File: src/design/dcs_params.svh
// Constants of the DDR command sequencer: encodings, field positions, reset values and sizes.
`ifndef DCS_PARAMS_SVH
`define DCS_PARAMS_SVH
`define DCS_AW 12
`define DCS_CW 8
`define DCS_BW 2
`define DCS_NBANK 4
`define DCS_DW 32
`define DCS_MW 4
`define DCS_A10 10
`define DCS_FIFO_DEPTH 8
`define DCS_CMD_MRS 3'h0
`define DCS_CMD_REF 3'h1
`define DCS_CMD_PRE 3'h2
`define DCS_CMD_ACT 3'h3
`define DCS_CMD_WR 3'h4
`define DCS_CMD_RD 3'h5
`define DCS_CMD_BST 3'h6
`define DCS_CMD_NOP 3'h7
`define DCS_BL_2 3'h1
`define DCS_BL_4 3'h2
`define DCS_BL_8 3'h3
`define DCS_MR_BL_MSB 2
`define DCS_MR_BT_BIT 3
`define DCS_MR_CL_MSB 6
`define DCS_MR_CL_LSB 4
`define DCS_MR_BL_RST 3'h1
`define DCS_MR_CL_RST 3'h2
`endif

File: src/design/dcs_pkg.sv
// Types shared by the DDR command sequencer and its write buffer.
`include "dcs_params.svh"
package dcs_pkg;
   typedef struct packed {
      logic                 cke;
      logic                 cs_n;
      logic                 ras_n;
      logic                 cas_n;
      logic                 we_n;
      logic [`DCS_BW-1:0]   ba;
      logic [`DCS_AW-1:0]   addr;
      logic                 wvld;
      logic [`DCS_DW-1:0]   wdata;
      logic [`DCS_MW-1:0]   wmask;
   } dcs_pin_t;
   typedef struct packed {
      logic                 vld;
      logic [`DCS_BW-1:0]   bank;
      logic [`DCS_CW-1:0]   col0;
      logic [`DCS_CW-1:0]   col1;
   } dcs_rd_t;
   typedef struct packed {
      logic [`DCS_BW-1:0]   bank;
      logic [`DCS_CW-1:0]   col0;
      logic [`DCS_CW-1:0]   col1;
      logic [`DCS_DW-1:0]   data;
      logic [`DCS_MW-1:0]   mask;
   } dcs_wr_t;
   typedef enum logic [2:0] {
      DCS_IDLE  = 3'h1,
      DCS_READ  = 3'h2,
      DCS_WRITE = 3'h4
   } dcs_st_t;
   typedef enum logic [2:0] {
      DCS_PD_NONE = 3'h1,
      DCS_PD_PRE  = 3'h2,
      DCS_PD_ACT  = 3'h4
   } dcs_pd_t;
endpackage : dcs_pkg

File: src/design/dcs_seq.sv
// DDR command sequencer with its write data buffer.
`timescale 1ns/10ps
`default_nettype none
`include "dcs_params.svh"

module dcs_fifo #(
   parameter int WIDTH = 8,
   parameter int DEPTH = `DCS_FIFO_DEPTH
) (
   // Clock and reset
   input  wire logic             clk_in,
   input  wire logic             rst_in,
   // Filling side
   input  wire logic             in_valid_in,
   input  wire logic [WIDTH-1:0] in_data_in,
   output logic                  in_ready_out,
   // Draining side
   output logic                  out_valid_out,
   output logic [WIDTH-1:0]      out_data_out,
   input  wire logic             out_ready_in
);
   localparam int AW = $clog2(DEPTH);
   logic [WIDTH-1:0] mem_ff [DEPTH];
   logic [AW-1:0]    wp_ff, rp_ff, nxt_wp, nxt_rp;
   logic [AW:0]      cnt_ff, nxt_cnt;
   logic             rdy_ff, vld_ff, nxt_rdy, nxt_vld, push, pop;

   always_comb begin
      push    = in_valid_in && rdy_ff;
      pop     = vld_ff && out_ready_in;
      nxt_wp  = wp_ff + AW'(push);
      nxt_rp  = rp_ff + AW'(pop);
      nxt_cnt = cnt_ff + (AW+1)'(push) - (AW+1)'(pop);
      nxt_rdy = nxt_cnt != (AW+1)'(DEPTH);
      nxt_vld = nxt_cnt != '0;
   end

   always_ff @(posedge clk_in) begin
      if (rst_in) begin
         wp_ff  <= '0;
         rp_ff  <= '0;
         cnt_ff <= '0;
         rdy_ff <= 1'b1;
         vld_ff <= 1'b0;
      end else begin
         wp_ff  <= nxt_wp;
         rp_ff  <= nxt_rp;
         cnt_ff <= nxt_cnt;
         rdy_ff <= nxt_rdy;
         vld_ff <= nxt_vld;
      end
   end

   // The array has no reset; only the pointers and the count say what is valid.
   always_ff @(posedge clk_in) begin
      if (push) begin
         mem_ff[wp_ff] <= in_data_in;
      end
   end

   assign in_ready_out  = rdy_ff;
   assign out_valid_out = vld_ff;
   assign out_data_out  = mem_ff[rp_ff];
endmodule : dcs_fifo

// What this block does
// - A10 with read or write selects self-timed precharge of that row after the burst.
// - Precharge closes the addressed bank with A10 low, all banks with A10 high.
// - Power-down is precharge type with all banks idle, active type otherwise.
// - A new read to an open row interrupts an ongoing read burst of 4 or 8.
// - A new write truncates an ongoing write burst and takes the new data.
// - Burst-terminate stops an ongoing read burst early after the scheduled elements.
// - Later burst elements follow sequential or interleaved order from the start column.
module dcs_seq #(
   parameter int FIFO_DEPTH = `DCS_FIFO_DEPTH
) (
   // Clock and reset
   input  wire logic                 clk_in,
   input  wire logic                 rst_in,
   // Command pins
   input  wire logic                 cke_in,
   input  wire logic                 cs_n_in,
   input  wire logic                 ras_n_in,
   input  wire logic                 cas_n_in,
   input  wire logic                 we_n_in,
   input  wire logic [`DCS_BW-1:0]   ba_in,
   input  wire logic [`DCS_AW-1:0]   addr_in,
   // Write data pairs captured by the strobe
   input  wire logic                 wr_valid_in,
   input  wire logic [`DCS_DW-1:0]   wr_data_in,
   input  wire logic [`DCS_MW-1:0]   wr_mask_in,
   output logic                      wr_room_out,
   // Array side
   output dcs_pkg::dcs_rd_t          rd_acc_out,
   output logic                      wr_acc_valid_out,
   output dcs_pkg::dcs_wr_t          wr_acc_out,
   input  wire logic                 wr_acc_ready_in,
   output logic                      act_vld_out,
   output logic [`DCS_BW-1:0]        act_bank_out,
   output logic [`DCS_AW-1:0]        act_row_out,
   output logic [`DCS_NBANK-1:0]     bank_open_out,
   output logic [`DCS_NBANK-1:0]     pre_mask_out,
   output logic [2:0]                cas_lat_out,
   output dcs_pkg::dcs_pd_t          pd_state_out
);
   dcs_pkg::dcs_pin_t pin_w, s1_ff, s2_ff, nxt_s1, nxt_s2;
   dcs_pkg::dcs_st_t  st_ff, nxt_st;
   dcs_pkg::dcs_pd_t  pd_ff, nxt_pd;
   dcs_pkg::dcs_rd_t  rd_ff, nxt_rd;
   dcs_pkg::dcs_wr_t  wword;
   logic [2:0]               idx_ff, nxt_idx, left_ff, nxt_left, bl_ff, nxt_bl, cl_ff, nxt_cl, cmd_w;
   logic [`DCS_BW-1:0]       bank_ff, nxt_bank, ba;
   logic [`DCS_CW-1:0]       base_ff, nxt_base, colw;
   logic [`DCS_NBANK-1:0]    open_ff, nxt_open, close_w, pmask_ff;
   logic [`DCS_AW-1:0]       row_ff;
   logic                     ap_ff, nxt_ap, bt_ff, nxt_bt, actv_ff, a10, wpush;
   logic                     is_act, is_rd, is_wr, is_pre, is_bst, is_mrs, rd_ok, wr_ok, ap_fire;
   logic [`DCS_BW-1:0]       abank_ff;
   localparam dcs_pkg::dcs_pin_t PIN_IDLE = '{cke: 1'b1, cs_n: 1'b1, ras_n: 1'b1, cas_n: 1'b1, we_n: 1'b1,
                                               default: '0};

   function automatic logic [2:0] pairs_of(input logic [2:0] bl);
      pairs_of = (bl == `DCS_BL_8) ? 3'h4 : (bl == `DCS_BL_4) ? 3'h2 : 3'h1;
   endfunction

   function automatic logic [`DCS_CW-1:0] col_of(input logic [`DCS_CW-1:0] base, input logic [2:0] i,
                                                  input logic [2:0] bl, input logic bt);
      logic [`DCS_CW-1:0] m;
      logic [`DCS_CW-1:0] ie;
      m      = {{(`DCS_CW-3){1'b0}}, (pairs_of(bl) << 1) - 3'h1};
      ie     = {{(`DCS_CW-3){1'b0}}, i};
      col_of = (base & ~m) | ((bt ? (base ^ ie) : (base + ie)) & m);
   endfunction

   // Pins are resynchronised, so every command is seen two cycles late.
   assign pin_w = '{cke: cke_in, cs_n: cs_n_in, ras_n: ras_n_in, cas_n: cas_n_in, we_n: we_n_in,
                    ba: ba_in, addr: addr_in, wvld: wr_valid_in, wdata: wr_data_in, wmask: wr_mask_in};

   always_comb begin
      nxt_s1 = pin_w;
      nxt_s2 = s1_ff;
   end

   always_ff @(posedge clk_in) begin
      if (rst_in) begin
         // Idle pin levels, so a low clock enable is not seen and no false power-down follows reset.
         s1_ff <= PIN_IDLE;
         s2_ff <= PIN_IDLE;
      end else begin
         s1_ff <= nxt_s1;
         s2_ff <= nxt_s2;
      end
   end

   assign cmd_w   = (s2_ff.cke && !s2_ff.cs_n) ? {s2_ff.ras_n, s2_ff.cas_n, s2_ff.we_n} : `DCS_CMD_NOP;
   assign ba      = s2_ff.ba;
   assign a10     = s2_ff.addr[`DCS_A10];
   assign colw    = s2_ff.addr[`DCS_CW-1:0];
   assign is_act  = cmd_w == `DCS_CMD_ACT;
   assign is_rd   = cmd_w == `DCS_CMD_RD;
   assign is_wr   = cmd_w == `DCS_CMD_WR;
   assign is_pre  = cmd_w == `DCS_CMD_PRE;
   assign is_bst  = cmd_w == `DCS_CMD_BST;
   assign is_mrs  = cmd_w == `DCS_CMD_MRS;
   assign rd_ok   = is_rd && open_ff[ba];
   assign wr_ok   = is_wr && open_ff[ba];
   // A pending self-timed precharge fires in the first idle cycle after its burst.
   assign ap_fire = (st_ff == dcs_pkg::DCS_IDLE) && ap_ff;

   genvar g;
   generate
      for (g = 0; g < `DCS_NBANK; g++) begin : g_bank
         assign close_w[g]  = (is_pre && (a10 || ba == `DCS_BW'(g))) || (ap_fire && bank_ff == `DCS_BW'(g));
         assign nxt_open[g] = (is_act && ba == `DCS_BW'(g)) || (open_ff[g] && !close_w[g]);
      end
   endgenerate

   always_comb begin
      nxt_st   = st_ff;
      nxt_idx  = idx_ff;
      nxt_left = left_ff;
      nxt_bank = bank_ff;
      nxt_base = base_ff;
      nxt_ap   = ap_fire ? 1'b0 : ap_ff;
      nxt_rd   = '0;
      wpush    = 1'b0;
      wword    = '0;
      nxt_bl   = bl_ff;
      nxt_bt   = bt_ff;
      nxt_cl   = cl_ff;
      if (st_ff == dcs_pkg::DCS_READ || (st_ff == dcs_pkg::DCS_WRITE && s2_ff.wvld)) begin
         // Data moves as whole pairs, so an odd tail still spends a full pair.
         nxt_rd.vld  = st_ff == dcs_pkg::DCS_READ;
         nxt_rd.bank = bank_ff;
         nxt_rd.col0 = col_of(base_ff, idx_ff, bl_ff, bt_ff);
         nxt_rd.col1 = col_of(base_ff, idx_ff + 3'h1, bl_ff, bt_ff);
         wpush       = st_ff == dcs_pkg::DCS_WRITE;
         wword       = '{bank: bank_ff, col0: nxt_rd.col0, col1: nxt_rd.col1,
                         data: s2_ff.wdata, mask: s2_ff.wmask};
         if (!nxt_rd.vld) begin
            nxt_rd = '0;
         end
         nxt_idx  = idx_ff + 3'h2;
         nxt_left = left_ff - 3'h1;
         if (left_ff == 3'h1) begin
            nxt_st = dcs_pkg::DCS_IDLE;
         end
      end
      if (rd_ok) begin
         nxt_rd.vld  = 1'b1;
         nxt_rd.bank = ba;
         nxt_rd.col0 = col_of(colw, 3'h0, bl_ff, bt_ff);
         nxt_rd.col1 = col_of(colw, 3'h1, bl_ff, bt_ff);
         nxt_bank    = ba;
         nxt_base    = colw;
         nxt_idx     = 3'h2;
         nxt_left    = pairs_of(bl_ff) - 3'h1;
         nxt_st      = (pairs_of(bl_ff) == 3'h1) ? dcs_pkg::DCS_IDLE : dcs_pkg::DCS_READ;
         nxt_ap      = a10;
      end else if (wr_ok) begin
         nxt_bank = ba;
         nxt_base = colw;
         nxt_idx  = 3'h0;
         nxt_left = pairs_of(bl_ff);
         nxt_st   = dcs_pkg::DCS_WRITE;
         nxt_ap   = a10;
      end else if (is_bst && st_ff == dcs_pkg::DCS_READ) begin
         nxt_st = dcs_pkg::DCS_IDLE;
      end else if (is_pre && st_ff != dcs_pkg::DCS_IDLE && close_w[bank_ff]) begin
         // A precharge of the bursting bank ends the burst; later strobes are ignored.
         nxt_st = dcs_pkg::DCS_IDLE;
      end else if (is_mrs && ba == `DCS_BW'(0)) begin
         if (s2_ff.addr[`DCS_MR_BL_MSB:0] inside {`DCS_BL_2, `DCS_BL_4, `DCS_BL_8}) begin
            nxt_bl = s2_ff.addr[`DCS_MR_BL_MSB:0];
         end
         nxt_bt = s2_ff.addr[`DCS_MR_BT_BIT];
         nxt_cl = s2_ff.addr[`DCS_MR_CL_MSB:`DCS_MR_CL_LSB];
      end
   end

   always_comb begin
      nxt_pd = pd_ff;
      if (s2_ff.cke) begin
         nxt_pd = dcs_pkg::DCS_PD_NONE;
      end else if (pd_ff == dcs_pkg::DCS_PD_NONE && st_ff == dcs_pkg::DCS_IDLE) begin
         nxt_pd = (|open_ff) ? dcs_pkg::DCS_PD_ACT : dcs_pkg::DCS_PD_PRE;
      end
   end

   always_ff @(posedge clk_in) begin
      if (rst_in) begin
         st_ff    <= dcs_pkg::DCS_IDLE;
         pd_ff    <= dcs_pkg::DCS_PD_NONE;
         rd_ff    <= '0;
         idx_ff   <= 3'h0;
         left_ff  <= 3'h0;
         bank_ff  <= '0;
         base_ff  <= '0;
         ap_ff    <= 1'b0;
         bl_ff    <= `DCS_MR_BL_RST;
         bt_ff    <= 1'b0;
         cl_ff    <= `DCS_MR_CL_RST;
         open_ff  <= '0;
         pmask_ff <= '0;
         actv_ff  <= 1'b0;
         abank_ff <= '0;
         row_ff   <= '0;
      end else begin
         st_ff    <= nxt_st;
         pd_ff    <= nxt_pd;
         rd_ff    <= nxt_rd;
         idx_ff   <= nxt_idx;
         left_ff  <= nxt_left;
         bank_ff  <= nxt_bank;
         base_ff  <= nxt_base;
         ap_ff    <= nxt_ap;
         bl_ff    <= nxt_bl;
         bt_ff    <= nxt_bt;
         cl_ff    <= nxt_cl;
         open_ff  <= nxt_open;
         pmask_ff <= close_w & open_ff;
         actv_ff  <= is_act;
         abank_ff <= is_act ? ba : abank_ff;
         row_ff   <= is_act ? s2_ff.addr : row_ff;
      end
   end

   // Overflow drops a pair: the controller cannot be stalled, so the array must keep up.
   dcs_fifo #(
      .WIDTH ($bits(dcs_pkg::dcs_wr_t)),
      .DEPTH (FIFO_DEPTH)
   ) u_wbuf (
      .clk_in        (clk_in),
      .rst_in        (rst_in),
      .in_valid_in   (wpush),
      .in_data_in    (wword),
      .in_ready_out  (wr_room_out),
      .out_valid_out (wr_acc_valid_out),
      .out_data_out  (wr_acc_out),
      .out_ready_in  (wr_acc_ready_in)
   );

   assign rd_acc_out    = rd_ff;
   assign act_vld_out   = actv_ff;
   assign act_bank_out  = abank_ff;
   assign act_row_out   = row_ff;
   assign bank_open_out = open_ff;
   assign pre_mask_out  = pmask_ff;
   assign cas_lat_out   = cl_ff;
   assign pd_state_out  = pd_ff;
endmodule : dcs_seq
`default_nettype wire

File: config.mk
export PLATFORM = sky130hd
export DESIGN_NAME = dcs_seq
export DESIGN_NICKNAME = d
export VERILOG_FILES = /design/src/design/dcs_pkg.sv /design/src/design/dcs_seq.sv
export VERILOG_INCLUDE_DIRS = /design/src /design/src/design
export SDC_FILE = /design/constraint.sdc
export NUM_CORES = 1
export LEC_CHECK = 0
export ABC_AREA = 1
export BUFFER_PORTS_ARGS = -buffer_cell sky130_fd_sc_hd__buf_4
export CAP_MARGIN = 30
export CORE_ASPECT_RATIO = 1.25
export CORE_UTILIZATION = 45
export CTS_CLUSTER_SIZE = 10
export DETAILED_ROUTE_END_ITERATION = 6
export SLEW_MARGIN = 10
export SYNTH_ARGS = -nofsm -noshare
export SYNTH_HDL_FRONTEND = slang
export SYNTH_SLANG_ARGS = --single-unit
File: constraint.sdc
create_clock -name clk_in -period 6.7 [get_ports clk_in]
set_input_delay 0.67 -clock clk_in [delete_from_list [all_inputs] [get_ports clk_in]]
set_output_delay 0.67 -clock clk_in [all_outputs]
set_load 0.005 [all_outputs]
### Yosys cells after proc, flatten, opt, wreduce, memory -nomap -nowiden

Memory sizes are Yosys's and may differ from the RTL's. A register that Yosys moved wholly into a read port is not among the register bits.
Index checks and enable logic that the tools add are counted.

| storage, ports and cells | value |
|---|---|
| RAM bits | 432 |
| bits in read-only memories | 0 |
| register bits after elaboration | 196 |
| bits of input ports | 59 |
| latch bits | 0 |
| memories | 1 |
| word-level logic and storage cells | 204 |

Memories:

| name | depth | width | rd ports | clocked after memory_dff | wr ports | line | text |
|---|---|---|---|---|---|---|---|
| u_wbuf.mem_ff | 8 | 54 | 1 | 1 | 1 | dcs_seq.sv:23 | `logic [WIDTH-1:0] mem_ff [DEPTH];` |

| operators by class | value |
|---|---|
| reductions and logical operators | 62 |
| $lt $le $gt $ge | 2 |
| bitwise operators | 19 |
| multipliers | 0 |
| eq/ne operators | 24 |
| muxes and demuxes | 39 |
| shift operators | 0 |
| div/mod/pow operators | 0 |
| add/subtract/negate cells | 12 |

Operators with widths:

| cell | number |
|---|---|
| 19-bit 2-to-1 mux | 3 |
| 54-bit 2-to-1 mux | 1 |
| 8-bit 2-to-1 mux | 5 |
| 3-bit 2-to-1 mux | 13 |
| 8-bit by 3-bit bitwise AND with 8-bit output | 4 |
| 8-bit bitwise OR | 4 |
| 1-bit logical AND | 28 |
| 3-bit by 2-bit == test with 1-bit output (second input constant) | 7 |
| 8-bit by 3-bit adder with 8-bit output | 2 |
| 8-bit bitwise AND | 2 |
| 8-bit by 3-bit bitwise XOR with 8-bit output | 2 |
| 3-bit by 1-bit == test with 1-bit output (second input constant) | 5 |
| 2-bit 2-to-1 mux | 7 |
| 1-bit logical OR | 13 |
| 3-bit == test (second input constant) | 4 |
| 5-bit nonzero test | 2 |
| 3-bit nonzero test | 3 |
| 3-bit by 1-bit subtractor with 3-bit output (second input constant) | 3 |
| 8-bit by 1-bit adder with 8-bit output (second input constant) | 1 |
| 2-bit == test (second input constant) | 4 |
| 1-bit 2-to-1 mux | 8 |
| 3-bit inverter with 8-bit output | 1 |
| 3-bit by 1-bit adder with 3-bit output | 2 |
| 2-bit by 3-bit less-than comparator with 1-bit output (second input constant) | 2 |
| other kinds (21) | 32 |

### Depth between registers and ports, before layout

Gate-level depths: netlist (run 1).

| depth | value |
|---|---|
| depth in word-level cells | 13 |
| depth in mapped cells | 11 |
| depth with buffers taken out | 11 |

### Cells and area by module

From an unflattened synthesis (run 1), not the netlist that was laid out.

| unflattened totals | value |
|---|---|
| cell total of the unflattened synthesis | 2368 |
| area, all modules | 24312.1 µm² |

By module, submodules not included:

| module | cells an instance | area each (µm²) | instances |
|---|---|---|---|
| dcs_fifo | 1522 | 17808.3 | 1 |
| dcs_seq | 846 | 6503.7 | 1 |

### Worst setup path after synthesis (run 1)

No wires, ideal clock.

| timing path | value |
|---|---|
| path kind | reg2reg |
| from | reg st_ff[2] |
| to | mem u_wbuf.mem_ff[0][0] (netlist name) (enable) |
| required time | 6.184 ns |
| buffers on the path | 0 |
| arrival | 4.276 ns |
| setup slack | 1.908 ns |
| library setup time | 0.516 ns |
| cell stages (with the launch flop) | 5 |
| clock period less this slack | 4.792 ns |
| path through | dfxtp_1 > nand4_1 > nor2_1 > nand2_1 > nor3_1 |

| on the way | value |
|---|---|
| cells in the longest elaborated chain, start to end | 7 |
| elaborated cells on any way between the ends | 8 |
| classes of those cells | eq/ne: 2; mux: 3; reduce/logical: 3 |

RTL lines:

| item | line | text |
|---|---|---|
| start, declared | dcs_seq.sv:107 | `dcs_pkg::dcs_st_t st_ff, nxt_st;` |
| start signal, assigned | dcs_seq.sv:252 | `st_ff <= dcs_pkg::DCS_IDLE;` |
| start signal, assigned | dcs_seq.sv:269 | `st_ff <= nxt_st;` |
| 3-bit == test | dcs_seq.sv:191, dcs_seq.sv:197 |  |
| 1-bit logical AND | dcs_seq.sv:191 | `if (st_ff == dcs_pkg::DCS_READ \|\| (st_ff == dcs_pkg::DCS_WRITE && s2_ff.wvld)) begin` |
| 1-bit logical OR | dcs_seq.sv:191 |  |
| 1-bit 2-to-1 mux * | dcs_seq.sv:191 |  |
| 1-bit logical AND * | dcs_seq.sv:29 | `push = in_valid_in && rdy_ff;` |
| 1-bit 2-to-1 mux * | dcs_seq.sv:56 | `if (push) begin` |
| 1-bit 2-to-1 mux (not written as such) * | dcs_seq.sv:57 | `mem_ff[wp_ff] <= in_data_in;` |
| end, declared | dcs_seq.sv:23 |  |

Every way passes the cells marked *; elsewhere a longest branch is shown, timed or not.

==> results of run 1 <==
-- routing by layer --
layer,share of wire (%),up-vias,global-route usage [%]
met5,0,-,0
met4,2.1,0,6.76
met3,5.1,79,3.23
met2,50,376,34.9
met1,43,6889,23.9
li1,-,7060,-
-- flip-flops by register name, indices dropped and copies added (netlist names), 4 cells and up --
signal,count
pre_mask_out,4
act_row_out,12
rd_acc_out,14
base_ff,8
colw,8
s2_ff,45
bank_open_out,4
u_wbuf.mem_ff,392
u_wbuf.cnt_ff,4
nxt_s2,56
-- worst max-delay path, cell delays in order, from the launching register on --
cell and delay [ps]:
dfxtp_4 570, buf_4 700, buf_4 850, o21ai_0 260
o22ai_1 210, nor2_1 60, a31oi_1 320, buf_4 180
-- cells by family after synthesis --
group / synth area share (%)
buffers and inverters: 6.24
xor gates and xnor gates: 0.316
DFF: 70.3
and+or+nand+nor: 12.2
AOI/OAI and AO/OA: 9.72
muxes: 0.0904
adders and majority gates: 1.08
-- cell type report --
type	count	area share [%]
inverters	224	3.27
well taps	644	3.11
flip-flops and latches	582	60.1
clock buffers	116	7.71
multi-input cells	1101	20.2
clock inverters	2	0.0338
repair buffers	186	5.49
-- per-stage QoR --
step	cell area [sq um]	hold WS, ps	setup WS [ps]
floorplan	22200	388	1910
global placement	23900	390	2870
detailed placement	23900	393	2830
CTS	25900	245	2210
global route	25900	263	2040
finish	25900	280	2260
-- how the worst max path moves through the flow --
stage / to / from / slack, ps
after CTS: wr_acc_out[1] / u_wbuf.rp_ff[0] / 2210
after global routing: wr_acc_out[1] / u_wbuf.rp_ff[0] / 2040
final: wr_acc_out[1] / u_wbuf.rp_ff[0] / 2260
after detailed placement: wr_acc_out[1] / u_wbuf.rp_ff[0] / 2830
after global placement: wr_acc_out[3] / u_wbuf.rp_ff[0] / 2870
after floorplan: u_wbuf.mem_ff[0][0] / st_ff[2] / 1910
-- cell usage in the layout, fill, tap and decap left out, types with 3 or more instances in the layout --
master	n
nand2_2	4
ha_1	16
o211ai_1	5
nand2_1	66
nor3_2	5
buf_4	184
nor3_4	3
nand4_1	3
a211oi_1	3
a21oi_1	44
nand3_1	22
inv_2	8
nor3_1	4
dfxtp_1	188
clkinv_2	3
clkbuf_1	42
clkbuf_16	73
edfxtp_1	392
nor2_2	6
inv_1	211
or2_2	11
xor2_1	4
o22ai_1	52
a31oi_1	50
o21ai_1	7
xnor2_1	4
nor2_4	5
nor2_1	542
o21ai_0	232
-- power by group through the flow --
stage	registers (mW)	logic [mW]	clock network, mW
finish	3.89	1.05	3.33
global placement	3.97	1.05	0
CTS	3.89	1.07	3.41
detailed placement	3.97	1.07	0
global route	3.90	1.17	3.55
floorplan	3.93	0.660	0
==> flow_summary.toml, run 1 <==
[run_status]
status = "complete, no violations"

[sta]
finalSetupViolCount = 0
max_slew_margin_pct = 37.3
rsz0062_at_grt = "false"
setup-tns-final_ps = 0
slew_viol_final = 0
fin_skew_ps = 10.5
worst_pin_slew_ps = 938
fmax_mhz = 225
fin_crit_ps = 4440
finalCritPeriodShare_pct = 66.2
hold_viol = 0

[die]
die-area_sq_mm = 0.0501
rows = 90
start_util_pct = 45.7
die_x_um = 200
ioPinCount = 163
fp.dieH_um = 250
core_area_sq_mm = 0.0484

[yosys]
yosysWarningCount = 0
ys_top_cells_by_area = "edfxtp_1 (53%), dfxtp_1 (17%), nor2_1 (9.3%), o21ai_0 (5.2%), inv_1 (3.6%)"
synth_edf_count = 392
avgSynthCellArea_sq_um = 11.0
ys_top_cells_by_count = "nor2_1 (546), edfxtp_1 (392), o21ai_0 (232), inv_1 (211), dfxtp_1 (190)"
yosysSeqAreaShare_pct = 70.3
synth_top_cell_by_area = "edfxtp_1"
synth_top_area_share_pct = 53.1
ys_ff_latch = 582
synth.most_common_cell = "nor2_1"
synth_nets = 2098
synth_area_sq_mm = 0.0222
async_flop_share_pct = 0
synthFlopType = "edfxtp_1"
synth_cell_type_count = 44
syn_inst = 2021

[min_path]
min_to = "nxt_s2[55]"
holdPathStages = 2
min_path_type = "input pin to flip-flop"
min_from = "cke_in"

[power]
p_switching_mw = 2.01
clkPwrFrac_pct = 40.2
power_mw = 8.27
p_sw_share_pct = 24.2
p_seq_share_pct = 47.1
combPwrFrac_pct = 12.7
leakage_nw = 9.61
internal-power_mw = 6.27
irDropWorstVdd_uv = 181
pwr_density_cell_mw_per_mm2 = 319

[setup_path]
reg2reg_slack_ps = 3650
criticalPathCategory = "flip-flop to primary output"
cp_max_fo = 88
start_kind = "flip-flop"
reg2reg_from = "st_ff[1]"
critPathArrivalTime_ps = 3770
cp.required_ps = 6030
r2r_cells = 6
end_kind = "primary output"
worst_r2r_endpoint = "u_wbuf.mem_ff[2][13]"

[finish]
fillCellCount = 4220
regArea_sq_mm = 0.0156
fin_util_pct = 53.5
nNetsFinal = 2240
area_growth_pct = 17.0
drive_gt1_share_pct = 14.1
n_antenna_cell = 0
final_cells = 2855
multi_input_area_sq_mm = 0.00525

[clock_tree]
cts_root_buf = "clkbuf_16"
cts_setup_buffers = 0
cts_buffers = 68
cts_tree = "yes"
cts_hold_buf = 0
clkSinkCount = 582
ctsLongestPathBuffers = 3
h-tree-depth = 3
path_clk_slew_ps = 50
clk_latency_ps = 570
cts_resized = 0

[global_route]
overflow = 0
grt_max_degree = 89
grt_use_total_pct = 19.5
antenna_found_initial = 0
grt_pass1_vias = 14249
grt_pass1_wl_mm = 76.4

[drt]
vias_per_cell = 5.05
wl_mm = 48.9
drtPass1Iterations = 5
vias = 14404
postRouteAntennaNets = 0
drt-initial-drc-count = 713
wl_per_cell_um = 17.1
drc_errors = 0

[placement]
dpl.hpwl_mm = 27.4
io_buffers = 162
dpl.cell_count = 2736
globalplace.congestion = 0.805

[flow_run]
maxCapViolations = 0
Power figures use the tool's default switching activity.
==> inputs of run 2 (changes only) <==
- clock period: 6.7 -> 4.5 ns (I/O delays scaled with it)
==> flow_summary.toml, run 2 (synthesized netlist as in run 1, its figures left out) <==
[setup_path]
critPathArrivalTime_ps = 3490
cp_max_fo = 55
cp.required_ps = 4050
end_kind = "primary output"
worst_r2r_endpoint = "u_wbuf.mem_ff[0][32]"
criticalPathCategory = "flip-flop to primary output"
start_kind = "flip-flop"
reg2reg_slack_ps = 1800
reg2reg_from = "st_ff[2]"
r2r_cells = 5

[sta]
worst_pin_slew_ps = 970
rsz0062_at_grt = "false"
hold_viol = 0
fin_crit_ps = 3940
fin_skew_ps = 16.1
finalCritPeriodShare_pct = 87.5
max_slew_margin_pct = 35.3
slew_viol_final = 0
finalSetupViolCount = 0
hold_slack_ps = 61.9
setup_ws_ps = 565
setup-tns-final_ps = 0
fmax_mhz = 254

[clock_tree]
cts_hold_buf = 0
cts_root_buf = "clkbuf_16"
cts_resized = 0
clkSinkCount = 582
clk_latency_ps = 570
cts_tree = "yes"
cts_buffers = 68
cts_setup_buffers = 0
h-tree-depth = 3
path_clk_slew_ps = 60
ctsLongestPathBuffers = 3

[die]
start_util_pct = 45.7
die-area_sq_mm = 0.0501
ioPinCount = 163
fp.dieH_um = 250
core_area_sq_mm = 0.0484
die_x_um = 200
rows = 90

[global_route]
grt_max_degree = 129
antenna_found_initial = 0
grt_pass1_vias = 14261
grt_pass1_wl_mm = 77.4
overflow = 0
grt_use_total_pct = 19.7

[finish]
final_common_cell = "nor2_1"
drive_gt1_share_pct = 14.0
n_antenna_cell = 0
final_cell_mix = "nor2_1 (542), edfxtp_1 (392), o21ai_0 (232)"
final_cells = 2853
fin_util_pct = 53.5
area_growth_pct = 17.0
largest-register = "u_wbuf.mem_ff"
largest_reg_flops = 392
multi_input_area_sq_mm = 0.00525
regArea_sq_mm = 0.0156
nNetsFinal = 2240
fillCellCount = 4196

[placement]
dpl.hpwl_mm = 26.8
io_buffers = 162
globalplace.congestion = 0.808
place_ws_ps = 1150
dpl.cell_count = 2737

[min_path]
min_to = "nxt_s2[55]"
holdPathStages = 2
min_path_type = "input pin to flip-flop"
min_from = "cke_in"

[drt]
postRouteAntennaNets = 0
wl_per_cell_um = 17.3
drtPass1Iterations = 6
wl_mm = 49.5
drc_errors = 0
drt-initial-drc-count = 863
vias_per_cell = 5.08
vias = 14484

[power]
irDropWorstVdd_uv = 291
leakage_nw = 9.89
pwr_density_cell_mw_per_mm2 = 479

[flow_run]
maxCapViolations = 0

[run_status]
status = "complete, no violations"
==> run 2: cell type report <==
cell class                      instances  area share, %
Sequential cell                       582           60.1
Multi-Input combinational cell       1101           20.2
Clock buffer                          114           7.52
Timing Repair Buffer                  186           5.58
Inverter                              224           3.27
Tap cell                              644           3.11
Clock inverter                          2          0.150
==> run 2: power by group <==
part | internal [mW] | switching [mW]
combinational | 0.680 | 1.01
sequential | 5.72 | 0.0518
clock | 2.98 | 1.98
==> run 2: stage by stage <==
| stage | power (mW) | cell area [sq um] |
|---|---|---|
| after floorplan | 6.96 | 22200 |
| after global placement | 7.57 | 23900 |
| after detailed placement | 7.59 | 23900 |
| after CTS | 12.6 | 25900 |
| after global routing | 12.9 | 25900 |
| final | 12.4 | 25900 |
==> run 2: how the worst max path moves through the flow <==
stage	startpoint	endpoint	slack, ps	depth (start not counted)
after floorplan	st_ff[2]	u_wbuf.mem_ff[0][0]	-290	4
after global placement	u_wbuf.rp_ff[1]	wr_acc_out[43]	1180	6
after detailed placement	u_wbuf.rp_ff[1]	wr_acc_out[43]	1150	6
after CTS	u_wbuf.rp_ff[1]	wr_acc_out[43]	500	6
after global routing	u_wbuf.rp_ff[1]	wr_acc_out[43]	370	6
final	u_wbuf.rp_ff[1]	wr_acc_out[43]	560	6
==> run 2: routing by layer <==
metal / share of wire (%) / global-route usage, % / up-vias
met5: 0 / 0 / -
met2: 51 / 34.9 / 320
met1: 43 / 24.4 / 7010
li1: - / - / 7065
met3: 4.2 / 2.95 / 89
met4: 2.5 / 7.35 / 0
==> run 2: worst max-delay path: stages, from the launching register on <==
cell and delay (ps):
dfxtp_4 640, clkinv_2 820, buf_4 520, nor2_1 120, o21ai_0 90, a31oi_1 490
buf_4 210
